[src/sdrce_pkg.sv]
// Purpose: Shared constants and types of the SDRAM read/write cycle engine
// Assumes: 32-bit requester words, one command step per memory clock rising edge
// Notes:   Positions, counts and encodings are named here only
package sdrce_pkg;

  // Requester address layout
  localparam int BLK_LSB  = 3;   // 8-column block select addr[13:3]
  localparam int BLK_MSB  = 13;
  localparam int BANK_LSB = 14;
  localparam int BANK_W   = 2;
  localparam int ROW_LSB  = 16;
  localparam int ROW_W    = 13;
  localparam int COL_W    = 14;

  // Memory burst and command timing
  localparam logic [3:0] BURST_LEN    = 4'h8;
  localparam logic [3:0] DDR_WORDS    = 4'h4;   // words per command, DDR
  localparam logic [3:0] SDR_WORDS    = 4'h8;   // words per command, SDR
  localparam logic [3:0] WTR_CYC      = 4'h6;   // BL/2 + 2
  localparam logic [2:0] MODE_NORMAL  = 3'h0;
  localparam logic [1:0] CL_MIN       = 2'h2;

  typedef enum logic [2:0] {
    CMD_NOP = 3'h0,
    CMD_ACT = 3'h1,
    CMD_RD  = 3'h2,
    CMD_WR  = 3'h3,
    CMD_PRE = 3'h4,
    CMD_BST = 3'h5,
    CMD_REF = 3'h6
  } sdrce_cmd_t;

  typedef enum logic [3:0] {
    S_IDLE  = 4'h0,
    S_CHECK = 4'h1,
    S_PRE   = 4'h2,
    S_TRP   = 4'h3,
    S_ACT   = 4'h4,
    S_TRCD  = 4'h5,
    S_CMD   = 4'h6,
    S_WDATA = 4'h7,
    S_CAS   = 4'h8,
    S_RDATA = 4'h9
  } sdrce_state_t;

  // One requester access descriptor
  typedef struct packed {
    logic        write;
    logic        seq;      // sequential transfer type
    logic        unspec;   // incrementing burst of unspecified length
    logic [4:0]  beats;    // words requested, 1 means single
    logic [31:0] addr;
  } sdrce_req_t;

  // Command pins towards the memory
  typedef struct packed {
    sdrce_cmd_t         cmd;
    logic [BANK_W-1:0]  ba;
    logic [COL_W-1:0]   a;
    logic               dm;
  } sdrce_pins_t;

endpackage : sdrce_pkg

[src/sdrce_engine.sv]
// Purpose: SDRAM read/write cycle engine for SDR and DDR memories
// Assumes: Memory clock arrives as a pin and is sampled by clk_sys
// Notes:   Write data is buffered; a write command waits for its words
//
// How it works
// - Accesses only while command mode is zero
// - Open row remembered per bank
// - Every command is a burst of eight
// - DDR write data one clock late; SDR none
// - Open row hit writes without precharge
// - Miss: precharge if the bank has a row open, wait, activate, wait, write
// - SDR single write ends with burst stop
// - DDR single write masks unused beats, strobe toggles
// - Non-sequential write forces a new page open
// - Block by addr[13:3], start by addr[2:0]
// - Block-crossing write split into two commands
// - Second write command masks unrequested beats on DDR, ends with burst stop on SDR
// - Read waits six cycles after a write
// - Mask raised before a read cuts a write
// - Wait CAS latency after each read
// - Read hit direct, miss opens page first
// - Short read ends with burst stop
// - Non-sequential read on open page reads directly
// - Unspecified bursts prefetch latency-many extra words
// - Specified bursts no prefetch; remainder becomes unspecified
// - Block-crossing read split into two commands
// - Burst stop trims surplus of second read
// - Refresh waits for the burst in progress
`timescale 1ns/1ps

////////////////////////////////////////////////////////////////////////////////
module sdrce_fifo #(
  parameter int W     = 32,
  parameter int DEPTH = 8
) (
  // Clock and reset
  input  wire logic                       clk_sys,
  input  wire logic                       rst,
  // Filling side
  input  wire logic                       in_valid,
  input  wire logic [W-1:0]               in_data,
  output      logic                       in_ready,
  // Draining side
  output      logic                       out_valid,
  output      logic [W-1:0]               out_data,
  input  wire logic                       out_ready,
  output      logic [$clog2(DEPTH):0]     level
);
  localparam int AW = $clog2(DEPTH);
  logic [W-1:0]  mem [DEPTH];
  logic [AW:0]   wp_reg;
  logic [AW:0]   rp_reg;
  wire           push = in_valid && in_ready;
  wire           pop  = out_valid && out_ready;

  assign level     = wp_reg - rp_reg;
  assign in_ready  = level != DEPTH[AW:0];
  assign out_valid = level != '0;
  assign out_data  = mem[rp_reg[AW-1:0]];

  always_ff @(posedge clk_sys or posedge rst) begin
    if (rst) begin
      wp_reg <= '0;
      rp_reg <= '0;
    end else begin
      if (push) wp_reg <= wp_reg + 1'b1;
      if (pop)  rp_reg <= rp_reg + 1'b1;
    end
  end

  always_ff @(posedge clk_sys) begin
    if (push) mem[wp_reg[AW-1:0]] <= in_data;
  end
endmodule : sdrce_fifo

////////////////////////////////////////////////////////////////////////////////
module sdrce_engine
  import sdrce_pkg::*;
#(
  parameter int DATA_W  = 32,
  parameter int BANKS   = 4,
  parameter int FIFO_D  = 8
) (
  // Clock and reset
  input  wire logic                 clk_sys,
  input  wire logic                 rst,
  // Configuration levels
  input  wire logic [2:0]           cmd_mode_field,
  input  wire logic                 mem_is_ddr,
  input  wire logic [1:0]           cas_latency,
  input  wire logic                 cas_half,
  input  wire logic [3:0]           t_rp,
  input  wire logic [3:0]           t_rcd,
  // Access requests
  input  wire logic                 req_valid,
  input  wire sdrce_req_t           req,
  output      logic                 req_ready,
  output      logic                 busy,
  // Write data
  input  wire logic                 wdata_valid,
  input  wire logic [DATA_W-1:0]    wdata,
  output      logic                 wdata_ready,
  // Read data
  output      logic                 rdata_valid,
  output      logic [DATA_W-1:0]    rdata,
  // Refresh
  input  wire logic                 refresh_req,
  output      logic                 refresh_done,
  // Memory link
  input  wire logic                 link_clk,
  output      sdrce_pins_t          mem_pins,
  input  wire logic [DATA_W-1:0]    dq_i,
  output      logic [DATA_W-1:0]    dq_o,
  output      logic                 dq_oe,
  output      logic                 dqs_o,
  output      logic                 dqs_oe
);

  //////////////////////////////////////////////////////////////////////////////
  // Link clock sampling; one step per rising edge
  logic [2:0]        lclk_sync_reg;
  logic [DATA_W-1:0] dq_s1_reg;
  logic [DATA_W-1:0] dq_s2_reg;
  wire               tick = lclk_sync_reg[1] && !lclk_sync_reg[2];

  always_ff @(posedge clk_sys or posedge rst) begin
    if (rst) begin
      lclk_sync_reg <= '0;
      dq_s1_reg     <= '0;
      dq_s2_reg     <= '0;
    end else begin
      lclk_sync_reg <= {lclk_sync_reg[1:0], link_clk};
      dq_s1_reg     <= dq_i;
      dq_s2_reg     <= dq_s1_reg;
    end
  end

  //////////////////////////////////////////////////////////////////////////////
  // Write data buffer
  logic                     fifo_valid;
  logic [DATA_W-1:0]        fifo_data;
  logic                     fifo_pop;
  logic [$clog2(FIFO_D):0]  fifo_level;

  sdrce_fifo #(.W(DATA_W), .DEPTH(FIFO_D)) u_wbuf (
    .clk_sys   (clk_sys),
    .rst       (rst),
    .in_valid  (wdata_valid),
    .in_data   (wdata),
    .in_ready  (wdata_ready),
    .out_valid (fifo_valid),
    .out_data  (fifo_data),
    .out_ready (fifo_pop),
    .level     (fifo_level)
  );

  //////////////////////////////////////////////////////////////////////////////
  // State
  sdrce_state_t       state_reg, state_next;
  sdrce_req_t         cur_reg, cur_next;
  logic [3:0]         tcnt_reg, tcnt_next;
  logic [3:0]         beat_reg, beat_next;
  logic [3:0]         wtr_reg, wtr_next;
  logic               ref_pend_reg, ref_pend_next;
  logic [BANKS-1:0]   open_vld_reg;
  logic [ROW_W-1:0]   open_row_reg [BANKS];
  sdrce_pins_t        pins_reg, pins_next;
  logic [DATA_W-1:0]  dq_o_reg, dq_o_next;
  logic               dq_oe_reg, dq_oe_next;
  logic               dqs_reg, dqs_next;
  logic               dqs_oe_reg, dqs_oe_next;
  logic [DATA_W-1:0]  rdata_reg, rdata_next;
  logic               rvalid_reg, rvalid_next;
  logic               refdone_reg, refdone_next;
  logic               open_set, open_clr;

  // Decode of the current access
  wire [BANK_W-1:0] bank   = cur_reg.addr[BANK_LSB +: BANK_W];
  wire [ROW_W-1:0]  row    = cur_reg.addr[ROW_LSB +: ROW_W];
  wire [COL_W-1:0]  col    = {cur_reg.addr[BLK_MSB:BLK_LSB], cur_reg.addr[2:0]};
  // Split points follow memory type
  wire [3:0]        wpc    = mem_is_ddr ? DDR_WORDS : SDR_WORDS;
  wire [2:0]        off_w  = mem_is_ddr ? {1'b0, cur_reg.addr[3:2]} : cur_reg.addr[4:2];
  wire [3:0]        room   = wpc - {1'b0, off_w};
  // Words this command serves; rest goes to a second command
  wire [3:0]        chunk  = (cur_reg.beats > {1'b0, room}) ? room
                                                            : cur_reg.beats[3:0];
  wire [3:0]        cl     = {2'b00, cas_latency} + {3'b000, cas_half};
  wire [3:0]        pref   = chunk + cl;
  wire [3:0]        rd_n   = !cur_reg.unspec ? chunk
                           : (pref > room) ? room : pref;
  wire              hit    = open_vld_reg[bank] && (open_row_reg[bank] == row);
  wire              wr_brk = cur_reg.write && !cur_reg.seq;
  wire              go_cmd = hit && !wr_brk;
  wire              mode_ok = cmd_mode_field == MODE_NORMAL;
  wire              rd_blk = !cur_reg.write && (wtr_reg != '0);
  wire              wr_rdy = fifo_level >= {1'b0, chunk};
  wire [4:0]        rem    = cur_reg.beats - {1'b0, chunk};
  wire [31:0]       nxt_a  = cur_reg.addr + {26'h0, chunk, 2'b00};
  wire              beat_use = beat_reg < chunk;

  assign req_ready    = (state_reg == S_IDLE) && tick && !ref_pend_reg && mode_ok;
  assign busy         = (state_reg != S_IDLE) || ref_pend_reg;
  assign fifo_pop     = tick && ((state_reg == S_WDATA && beat_use)
                      || (state_reg == S_CMD && cur_reg.write && !mem_is_ddr && wr_rdy));
  assign mem_pins     = pins_reg;
  assign dq_o         = dq_o_reg;
  assign dq_oe        = dq_oe_reg;
  assign dqs_o        = dqs_reg;
  assign dqs_oe       = dqs_oe_reg;
  assign rdata        = rdata_reg;
  assign rdata_valid  = rvalid_reg;
  assign refresh_done = refdone_reg;

  //////////////////////////////////////////////////////////////////////////////
  // Sequencer
  always_comb begin
    state_next    = state_reg;
    cur_next      = cur_reg;
    tcnt_next     = tcnt_reg;
    beat_next     = beat_reg;
    wtr_next      = wtr_reg;
    ref_pend_next = ref_pend_reg || refresh_req;
    pins_next     = pins_reg;
    dq_o_next     = dq_o_reg;
    dq_oe_next    = dq_oe_reg;
    dqs_next      = dqs_reg;
    dqs_oe_next   = dqs_oe_reg;
    rdata_next    = rdata_reg;
    rvalid_next   = 1'b0;
    refdone_next  = 1'b0;
    open_set      = 1'b0;
    open_clr      = 1'b0;
    if (tick) begin
      pins_next     = '{cmd: CMD_NOP, ba: bank, a: col, dm: 1'b0};
      dq_oe_next    = 1'b0;
      dqs_oe_next   = 1'b0;
      if (wtr_reg != '0) wtr_next = wtr_reg - 1'b1;
      case (state_reg)
        S_IDLE: begin
          if (ref_pend_reg) begin
            pins_next.cmd = CMD_REF;
            ref_pend_next = refresh_req;
            refdone_next  = 1'b1;
          end else if (req_valid && mode_ok) begin
            cur_next   = req;
            state_next = S_CHECK;
          end
        end
        S_CHECK: begin
          // Trailing write still masked while the read waits
          pins_next.dm = rd_blk;
          if (!rd_blk) begin
            if (go_cmd)                state_next = S_CMD;
            else if (open_vld_reg[bank]) state_next = S_PRE;
            else                       state_next = S_ACT;
          end
        end
        S_PRE: begin
          pins_next.cmd = CMD_PRE;
          open_clr      = 1'b1;
          tcnt_next     = t_rp;
          state_next    = S_TRP;
        end
        S_TRP: begin
          if (tcnt_reg <= 4'h1) state_next = S_ACT;
          else                  tcnt_next  = tcnt_reg - 1'b1;
        end
        S_ACT: begin
          pins_next.cmd = CMD_ACT;
          pins_next.a   = {{(COL_W-ROW_W){1'b0}}, row};
          open_set      = 1'b1;
          tcnt_next     = t_rcd;
          state_next    = S_TRCD;
        end
        S_TRCD: begin
          if (tcnt_reg <= 4'h1) state_next = S_CMD;
          else                  tcnt_next  = tcnt_reg - 1'b1;
        end
        S_CMD: begin
          beat_next = '0;
          if (!cur_reg.write) begin
            pins_next.cmd = CMD_RD;
            tcnt_next     = cl;
            state_next    = S_CAS;
          end else if (wr_rdy) begin
            // Burst only starts once all its words are buffered
            pins_next.cmd = CMD_WR;
            state_next    = S_WDATA;
            if (!mem_is_ddr) begin
              dq_o_next  = fifo_data;
              dq_oe_next = 1'b1;
              beat_next  = 4'h1;
            end
          end
        end
        S_WDATA: begin
          dq_oe_next = 1'b1;
          beat_next  = beat_reg + 1'b1;
          if (beat_use) dq_o_next = fifo_data;
          if (mem_is_ddr) begin
            dqs_oe_next  = 1'b1;
            dqs_next     = !dqs_reg;
            pins_next.dm = !beat_use;
          end
          if ((!mem_is_ddr && !beat_use) || (beat_reg == BURST_LEN - 1'b1)) begin
            dq_oe_next = mem_is_ddr || beat_use;
            if (!mem_is_ddr && !beat_use) begin
              pins_next.cmd = CMD_BST;
              dq_oe_next    = 1'b0;
            end
            wtr_next = WTR_CYC;
            cur_next.beats  = rem;
            cur_next.addr   = nxt_a;
            cur_next.seq    = 1'b1;
            state_next = (rem != '0) ? S_CHECK : S_IDLE;
          end
        end
        S_CAS: begin
          // Latency counted from the read command
          beat_next = beat_reg + 1'b1;
          if (beat_reg == rd_n && rd_n < BURST_LEN) pins_next.cmd = CMD_BST;
          if (tcnt_reg <= 4'h1) begin
            tcnt_next  = '0;
            state_next = S_RDATA;
          end else begin
            tcnt_next  = tcnt_reg - 1'b1;
          end
        end
        S_RDATA: begin
          beat_next   = beat_reg + 1'b1;
          tcnt_next   = tcnt_reg + 1'b1;
          rdata_next  = dq_s2_reg;
          rvalid_next = 1'b1;
          if (beat_reg == rd_n && rd_n < BURST_LEN) pins_next.cmd = CMD_BST;
          if (tcnt_reg == rd_n - 1'b1) begin
            cur_next.beats  = rem;
            cur_next.addr   = nxt_a;
            cur_next.seq    = 1'b1;
            cur_next.unspec = 1'b1;
            state_next = (rem != '0) ? S_CHECK : S_IDLE;
          end
        end
        default: state_next = S_IDLE;
      endcase
    end
  end

  //////////////////////////////////////////////////////////////////////////////
  // Registers
  always_ff @(posedge clk_sys or posedge rst) begin
    if (rst) begin
      state_reg    <= S_IDLE;
      cur_reg      <= '0;
      tcnt_reg     <= '0;
      beat_reg     <= '0;
      wtr_reg      <= '0;
      ref_pend_reg <= 1'b0;
      pins_reg     <= '{cmd: CMD_NOP, ba: '0, a: '0, dm: 1'b0};
      dq_o_reg     <= '0;
      dq_oe_reg    <= 1'b0;
      dqs_reg      <= 1'b0;
      dqs_oe_reg   <= 1'b0;
      rdata_reg    <= '0;
      rvalid_reg   <= 1'b0;
      refdone_reg  <= 1'b0;
    end else begin
      state_reg    <= state_next;
      cur_reg      <= cur_next;
      tcnt_reg     <= tcnt_next;
      beat_reg     <= beat_next;
      wtr_reg      <= wtr_next;
      ref_pend_reg <= ref_pend_next;
      pins_reg     <= pins_next;
      dq_o_reg     <= dq_o_next;
      dq_oe_reg    <= dq_oe_next;
      dqs_reg      <= dqs_next;
      dqs_oe_reg   <= dqs_oe_next;
      rdata_reg    <= rdata_next;
      rvalid_reg   <= rvalid_next;
      refdone_reg  <= refdone_next;
    end
  end

  // Open row table, one entry per bank
  always_ff @(posedge clk_sys or posedge rst) begin
    if (rst) begin
      open_vld_reg <= '0;
    end else if (open_set) begin
      open_vld_reg[bank] <= 1'b1;
    end else if (open_clr) begin
      open_vld_reg[bank] <= 1'b0;
    end
  end

  always_ff @(posedge clk_sys) begin
    if (open_set) open_row_reg[bank] <= row;
  end

endmodule : sdrce_engine

[config.mk]
export PLATFORM = sky130hd
export DESIGN_NAME = sdrce_engine
export DESIGN_NICKNAME = d
export VERILOG_FILES = /design/src/sdrce_pkg.sv /design/src/sdrce_engine.sv
export SDC_FILE = /design/constraint.sdc
export NUM_CORES = 1
export LEC_CHECK = 0
export ABC_AREA = 1
export BUFFER_PORTS_ARGS = -buffer_cell sky130_fd_sc_hd__clkbuf_2
export CORE_ASPECT_RATIO = 1.25
export CORE_MARGIN = 2
export CORE_UTILIZATION = 40
export CTS_CLUSTER_SIZE = 14
export DETAILED_ROUTE_END_ITERATION = 6
export SLEW_MARGIN = 15
export SYNTH_ARGS = -nofsm -noshare
export SYNTH_HDL_FRONTEND = slang
export SYNTH_SLANG_ARGS = --single-unit
[constraint.sdc]
create_clock -name clk_sys -period 14.7 [get_ports clk_sys]
set_input_delay 2.94 -clock clk_sys [delete_from_list [all_inputs] [get_ports clk_sys]]
set_output_delay 2.94 -clock clk_sys [all_outputs]
set_load 0.02 [all_outputs]
-- After elaboration in Yosys (flattened, before gate mapping)
Memories as Yosys holds them, arrays and structs flattened.
Index checks and enable logic that the tools add are counted.
- equal/unequal tests: 29
- bitwise operators: 4
- add/subtract/negate cells: 13
- $lt $le $gt $ge: 8
- reductions and logical operators: 56
- muxes and demuxes: 83
- operators by type and width (operator ; number):
    two-way mux 32 bit ; 4
    two-way mux 39 bit ; 3
    one-hot mux 37 bit (3 select lines) ; 1
    two-way mux 4 bit ; 23
    one-hot mux 32 bit (2 select lines) ; 1
    one-hot mux 4 bit (10 select lines) ; 1
    two-way mux 37 bit ; 1
    adder 32 x 6 -> 32 bit ; 1
    two-way mux 1 bit ; 31
    != test 2 bit (second input constant) ; 12
    one-hot mux 4 bit (6 select lines) ; 1
    equality test 4 x 3 -> 1 bit (second input constant) ; 5
    logical AND 1 bit ; 19
    two-way mux 3 bit ; 6
    one-hot mux 3 bit (6 select lines) ; 1
    adder 4 x 1 -> 4 bit (second input constant) ; 4
    two-way mux 14 bit ; 1
    equality test 13 bit ; 1
    AND reduction 6 bit ; 2
    nonzero test 4 bit ; 3
    subtractor 4 x 1 -> 4 bit (second input constant) ; 3
    AND reduction 10 bit ; 1
    equality test 4 x 2 -> 1 bit (second input constant) ; 2
    equality test 4 bit ; 2
    42 further kinds ; 64
- output and inout bits: 92
- bits in writable memories: 308
- bits in registers: 225
- memories: 2
- logic and storage cells: 222
- memory list (name ; depth ; width ; read ports ; clocked after memory_dff ; wr ports ; RTL line ; RTL):
    u_wbuf.mem ; 8 ; 32 ; 1 ; 0 ; 1 ; sdrce_engine.sv:50 ; logic [W-1:0] mem [DEPTH];
    open_row_reg ; 4 ; 13 ; 1 ; 0 ; 1 ; sdrce_engine.sv:166 ; logic [ROW_W-1:0] open_row_reg [BANKS];

-- Longest topological paths before layout
- depth in word-level cells: 12
- gate-level depth with buffers: 35
- gate-level depth less buffers: 34

-- Hierarchy
A second synthesis with hierarchy kept.
- cells, all modules: 2200
- area, all modules: 22937.0 um^2
- modules (own cells, without submodules) (module ; cells an instance ; instances ; area each (um^2)):
    sdrce_engine ; 1380 ; 1 ; 12306.8
    sdrce_fifo ; 820 ; 1 ; 10630.2

-- Worst setup path after synthesis
Ideal clock, no wire load.
- kind: input to register
- start point: input port mem_is_ddr
- end point: register cur_reg, in the netlist col[2]
- setup time: 117 ps
- data arrival time: 7063 ps
- stages on the path: 31
- buffers on the path: 1
- data required time: 14583 ps
- path slack: 7519 ps
- path through: nor2_4 > xor2_1 > inv_1 > ha_1 > a21oi_1 > o21ai_0 > nand3_1 > nand2_2 > o21ai_1 > ha_1 > inv_1 > fa_1 > xnor2_1 > ha_1 > a21oi_1 > nand2_1 > nand2_1 > nand2_1 > nand2_1 > nand2_2 > nand2_1 > nand3_1 > nand2_2 > nand3_1 > nand3_1 > nand2_1 > o21ai_2 > nand2_2 > buf_2 > nand2_1 > nand2_1
- cells in the longest elaborated chain, start to end: 12
- elaborated cells on any way between the ends: 23
- RTL lines (what ; RTL line ; RTL):
    from (decl) ; sdrce_engine.sv:89 ; input wire logic mem_is_ddr,
    two-way mux 4 bit / two-way mux 3 bit (equally long branches) ; sdrce_engine.sv:182, sdrce_engine.sv:183 ;
    subtractor 4 x 3 -> 4 bit ; sdrce_engine.sv:184 ; wire [3:0] room = wpc - {1'b0, off_w};
    greater-than comparator 5 x 4 -> 1 bit ; sdrce_engine.sv:186 ; wire [3:0] chunk = (cur_reg.beats > {1'b0, room}) ? room
    two-way mux 4 bit ; sdrce_engine.sv:186 ;
    adder 4 x 3 -> 4 bit ; sdrce_engine.sv:189 ; wire [3:0] pref = chunk + cl;
    greater-than comparator 4 bit ; sdrce_engine.sv:191 ; : (pref > room) ? room : pref;
    two-way mux 4 bit ; sdrce_engine.sv:191 ;
    two-way mux 4 bit ; sdrce_engine.sv:190 ; wire [3:0] rd_n = !cur_reg.unspec ? chunk
    subtractor 4 x 1 -> 4 bit ; sdrce_engine.sv:336 ; if (tcnt_reg == rd_n - 1'b1) begin
    equality test 4 bit ; sdrce_engine.sv:336 ;
    != test 2 bit (no line) ; n/a ;
    AND reduction 6 bit (no line) ; n/a ;
    to (signal assigned) ; sdrce_engine.sv:369 ; cur_reg <= cur_next;
    to (decl) ; sdrce_engine.sv:160 ; sdrce_req_t cur_reg, cur_next;
Several ways; a longest one is shown, not always the timed one. The select of a mux whose other input is x is not followed.
A chain may end at the register's enable or synchronous reset.

-- Worst setup path after layout
- start point: input port mem_is_ddr
- end point: register cur_reg[19] (netlist name)
Same word-level chain as after synthesis.

==> results.md <==
- Async SR Flop Fraction: 0.4189
- Slowest stage delay, CP: roughly 0.53 ns
- Yosys cell types: between 40 and 50
- Vias in the first global route: ~16000
- Initial antenna violation count: 5
- Area growth, synth to finish: 17.34%
- Synth area leaders: edfxtp_1, dfrtp_1, nand2_1
- WP data arrival: between 8 and 9 ns
- Largest fanout on the critical path: 40
- Logic pwr share: 0.272
- CP most frequent cell: nand2_1
- Synth Cell Area: between 20000 and 25000 um^2
- Gpl congestion: between 0.9 and 1
- Cell count after synthesis: between 2000 and 2500
- LEAKAGE: 10.99 nW
- Period utilization: 0.5771
- RSZ-0062 raised after global routing: no
- Minimum clock period: 8.483 ns
- Overall Global Routing Usage: 0.1974
- H-tree levels: 2
- CTS Hold Buffers Added: 0
- Area of the multi-input gates: 6733 um^2
- Slew Limit Fails: 0
- Mux share of post-synthesis cell area: 0
- Simple-gate share of the synthesized area: 0.1514
- Share of cells above drive strength 1: 0.1597
- Most common cell in the netlist: nand2_1
- Max reg flops: approximately 260
- Final clock skew: 0.07550 ns
- Worst vdd ir: about 0.11 mV
- Die Y-Extent: roughly 270 um
- Residual DRC: 0
- Top cells by instance count after synthesis: nand2_1, edfxtp_1, o21ai_0
- Worst rel slew slack: 0.2105
- Routed wire length: roughly 57 mm
- Syn nets: 2215
- Worst-path clk slew: 0.06 ns
- Remaining global-route overflow: 0
- Worst endpoint required time: roughly 15 ns
- Largest net degree at the start of global routing: a little under 100
- DP Area: between 20000 and 25000 um^2
- Internal: around 3.1 mW
- Post-CTS sizing: 0
- Post-synth top flop: edfxtp_1
- Crit start category: input port
- Sequential area share after synthesis: 0.6654
- Die width: between 200 and 250 um
- MaxCap Viol Count: 0
- DR iter-0 viols: around 1100
- P_sw: approximately 1.6 mW
- Post-synth top area share: 0.4157
- Synth Register Bits: 530
- Storage cell area: approximately 15000 um^2
- Met3 Wirelength: about 3.4 mm
- Initial core utilization: 0.4053
- Vias/cell: between 5 and 6
- IO Pins: approximately 220
- Clk Latency, worst-skew pair: approximately 0.65 ns
- First-pass GRT wire length: ~89 mm
- Sw frac: 0.3404
- Port bufs: around 210
- Nets: 2412
- Worst setup EP type: flip-flop
- Fmax: 0.1179 GHz
- Setup_tns: 0 ns
- Cell taking the most area after synthesis: edfxtp_1
- Vias: around 16000
- Hold Vio Cnt, Final: 0
- Adder-cell area share of the yosys netlist: 0.02441
- Power per Cell Area: roughly 180 nW/um^2
- Metal2 WL: ~28 mm
- CTS tree: done
- Dpl hpwl: approximately 35 mm
- Row count: 96
- Drt wl/cell: 18.84 um
- Hold_ws: between 0.3 and 0.4 ns
- Avg Inst Size Synth: 10.86 um^2
- Worst slew pin tran: about 1.2 ns
- Routed met1 length: 23.60 mm
- Core Area: 54890 um^2
- Status: complete, no violations
- Setup CP Type: in2reg
- Final setup viols: 0
- Clk root buf: clkbuf_16
- CTS max path bufs: 3
- Slowest cell on crit path: o21ai_1
- XOR/XNOR share of the synthesized area: 0.01575
- CTS sink count: 530
- CTS Buf Count: between 50 and 60
- Hold crit path type: reg2reg
- First drt pass iteration count: 7
- Clock Power Share: 0.315
- Post-DRT Antenna Nets: 0
- Synth Warn #: 0
- FILL cells: between 5000 and 6000
- Compound-cell area share of the yosys netlist: 0.1078
- DIE AREA: between 50000 and 60000 um^2
- Largest family of logic cells by synthesized area: simple AND/OR/NAND/NOR gates
- Buffer count from post-CTS setup fixing: 0
- Post-route cell area: approximately 26000 um^2
- Top routing layer used: met5
- Reg power frac: 0.412
- Post-synth EDFFs: 308
## cells in the final DEF, fill, tap and decap left out, types with 10 or more instances in the layout
cell type  synthesis  layout
o21ai_0          250     250
bufinv_16          0      10
xnor2_1           12      12
o21ai_1           13      13
ha_1              37      37
clkbuf_16          0      55
clkbuf_2           0     213
nor3_1            13      13
buf_4              0      25
o22ai_1           37      37
a21oi_1           27      27
inv_1            100      95
nand3_1          100     100
o221ai_1          32      32
edfxtp_1         308     308
nor2_1           213     202
a22oi_1           23      23
xor2_1            28      28
dfrtp_1          222     221
nand4_1           12      12
nor2_4             4      13
nand2_1          456     456
## worst paths after layout
path,slack [ns],startpoint,depth (start not counted),end
max in group asynchronous,10.83,rst,3,rdata[21]$_DFFE_PP0P_
min,0.35,dq_s1_reg[3]$_DFF_PP0_,0,dq_s2_reg[3]$_DFF_PP0_
max reg2reg,7.96,col[2]$_DFFE_PP0P_,32,cur_reg[19]$_DFFE_PP0P_
min reg2reg,0.35,dq_s1_reg[3]$_DFF_PP0_,0,dq_s2_reg[3]$_DFF_PP0_
min in group asynchronous,2.47,rst,2,rdata[29]$_DFFE_PP0P_
max,6.22,mem_is_ddr,32,cur_reg[19]$_DFFE_PP0P_
## per-layer routing
layer,track usage,vias up
li1,-,7525
met1,0.2458,7784
met2,0.3452,461
met3,0.03816,114
met4,0.06550,8
met5,0,-
## final cells by class
type	count	share of cell area
inverters	104	0.01529
flip-flops and latches	530	0.5672
repair buffers	238	0.04802
clock inverters	33	0.01927
clock buffers	69	0.05703
multi-input cells	1318	0.2579
well taps	735	0.03522
diodes	1	0.00009585
## metrics by stage
stage,setup WS [ns],cells,util,power (mW)
detailed placement,5.618,2925,0.4393,3.279
global route,5.662,3027,0.4756,5.043
floorplan,5.682,2049,-,2.876
CTS,6.277,3027,0.4756,4.795
finish,6.217,3028,0.4756,4.755
global placement,5.854,2925,0.4393,3.230
## critical path, delay by kind of cell
kind            cells  cell delay [ns]
fa+ha+maj           4             1.33
compound gates      5             1.04
simple gates       17             2.29
buf+inv             4             0.77
xor+xnor            2             0.55
## power groups by stage
stage          combinational, mW  sequential, mW  clock [mW]
2_1_floorplan              0.914            1.96           0
3_3_place_gp                1.25            1.98           0
3_5_place_dp                1.29            1.99           0
4_1_cts                     1.30            1.96        1.54
5_1_grt                     1.46            1.98        1.60
6_report                    1.29            1.96        1.50
## logic make-up after synthesis
logic type / after synthesis
adder cells (fa/ha/maj): 41
flip-flops: 530
buffers and inverters: 201
AND/OR/NAND/NOR: 822
XOR/XNOR: 40
AO/OA/AOI/OAI: 415
Note: power is estimated with default switching activity, not from simulation.
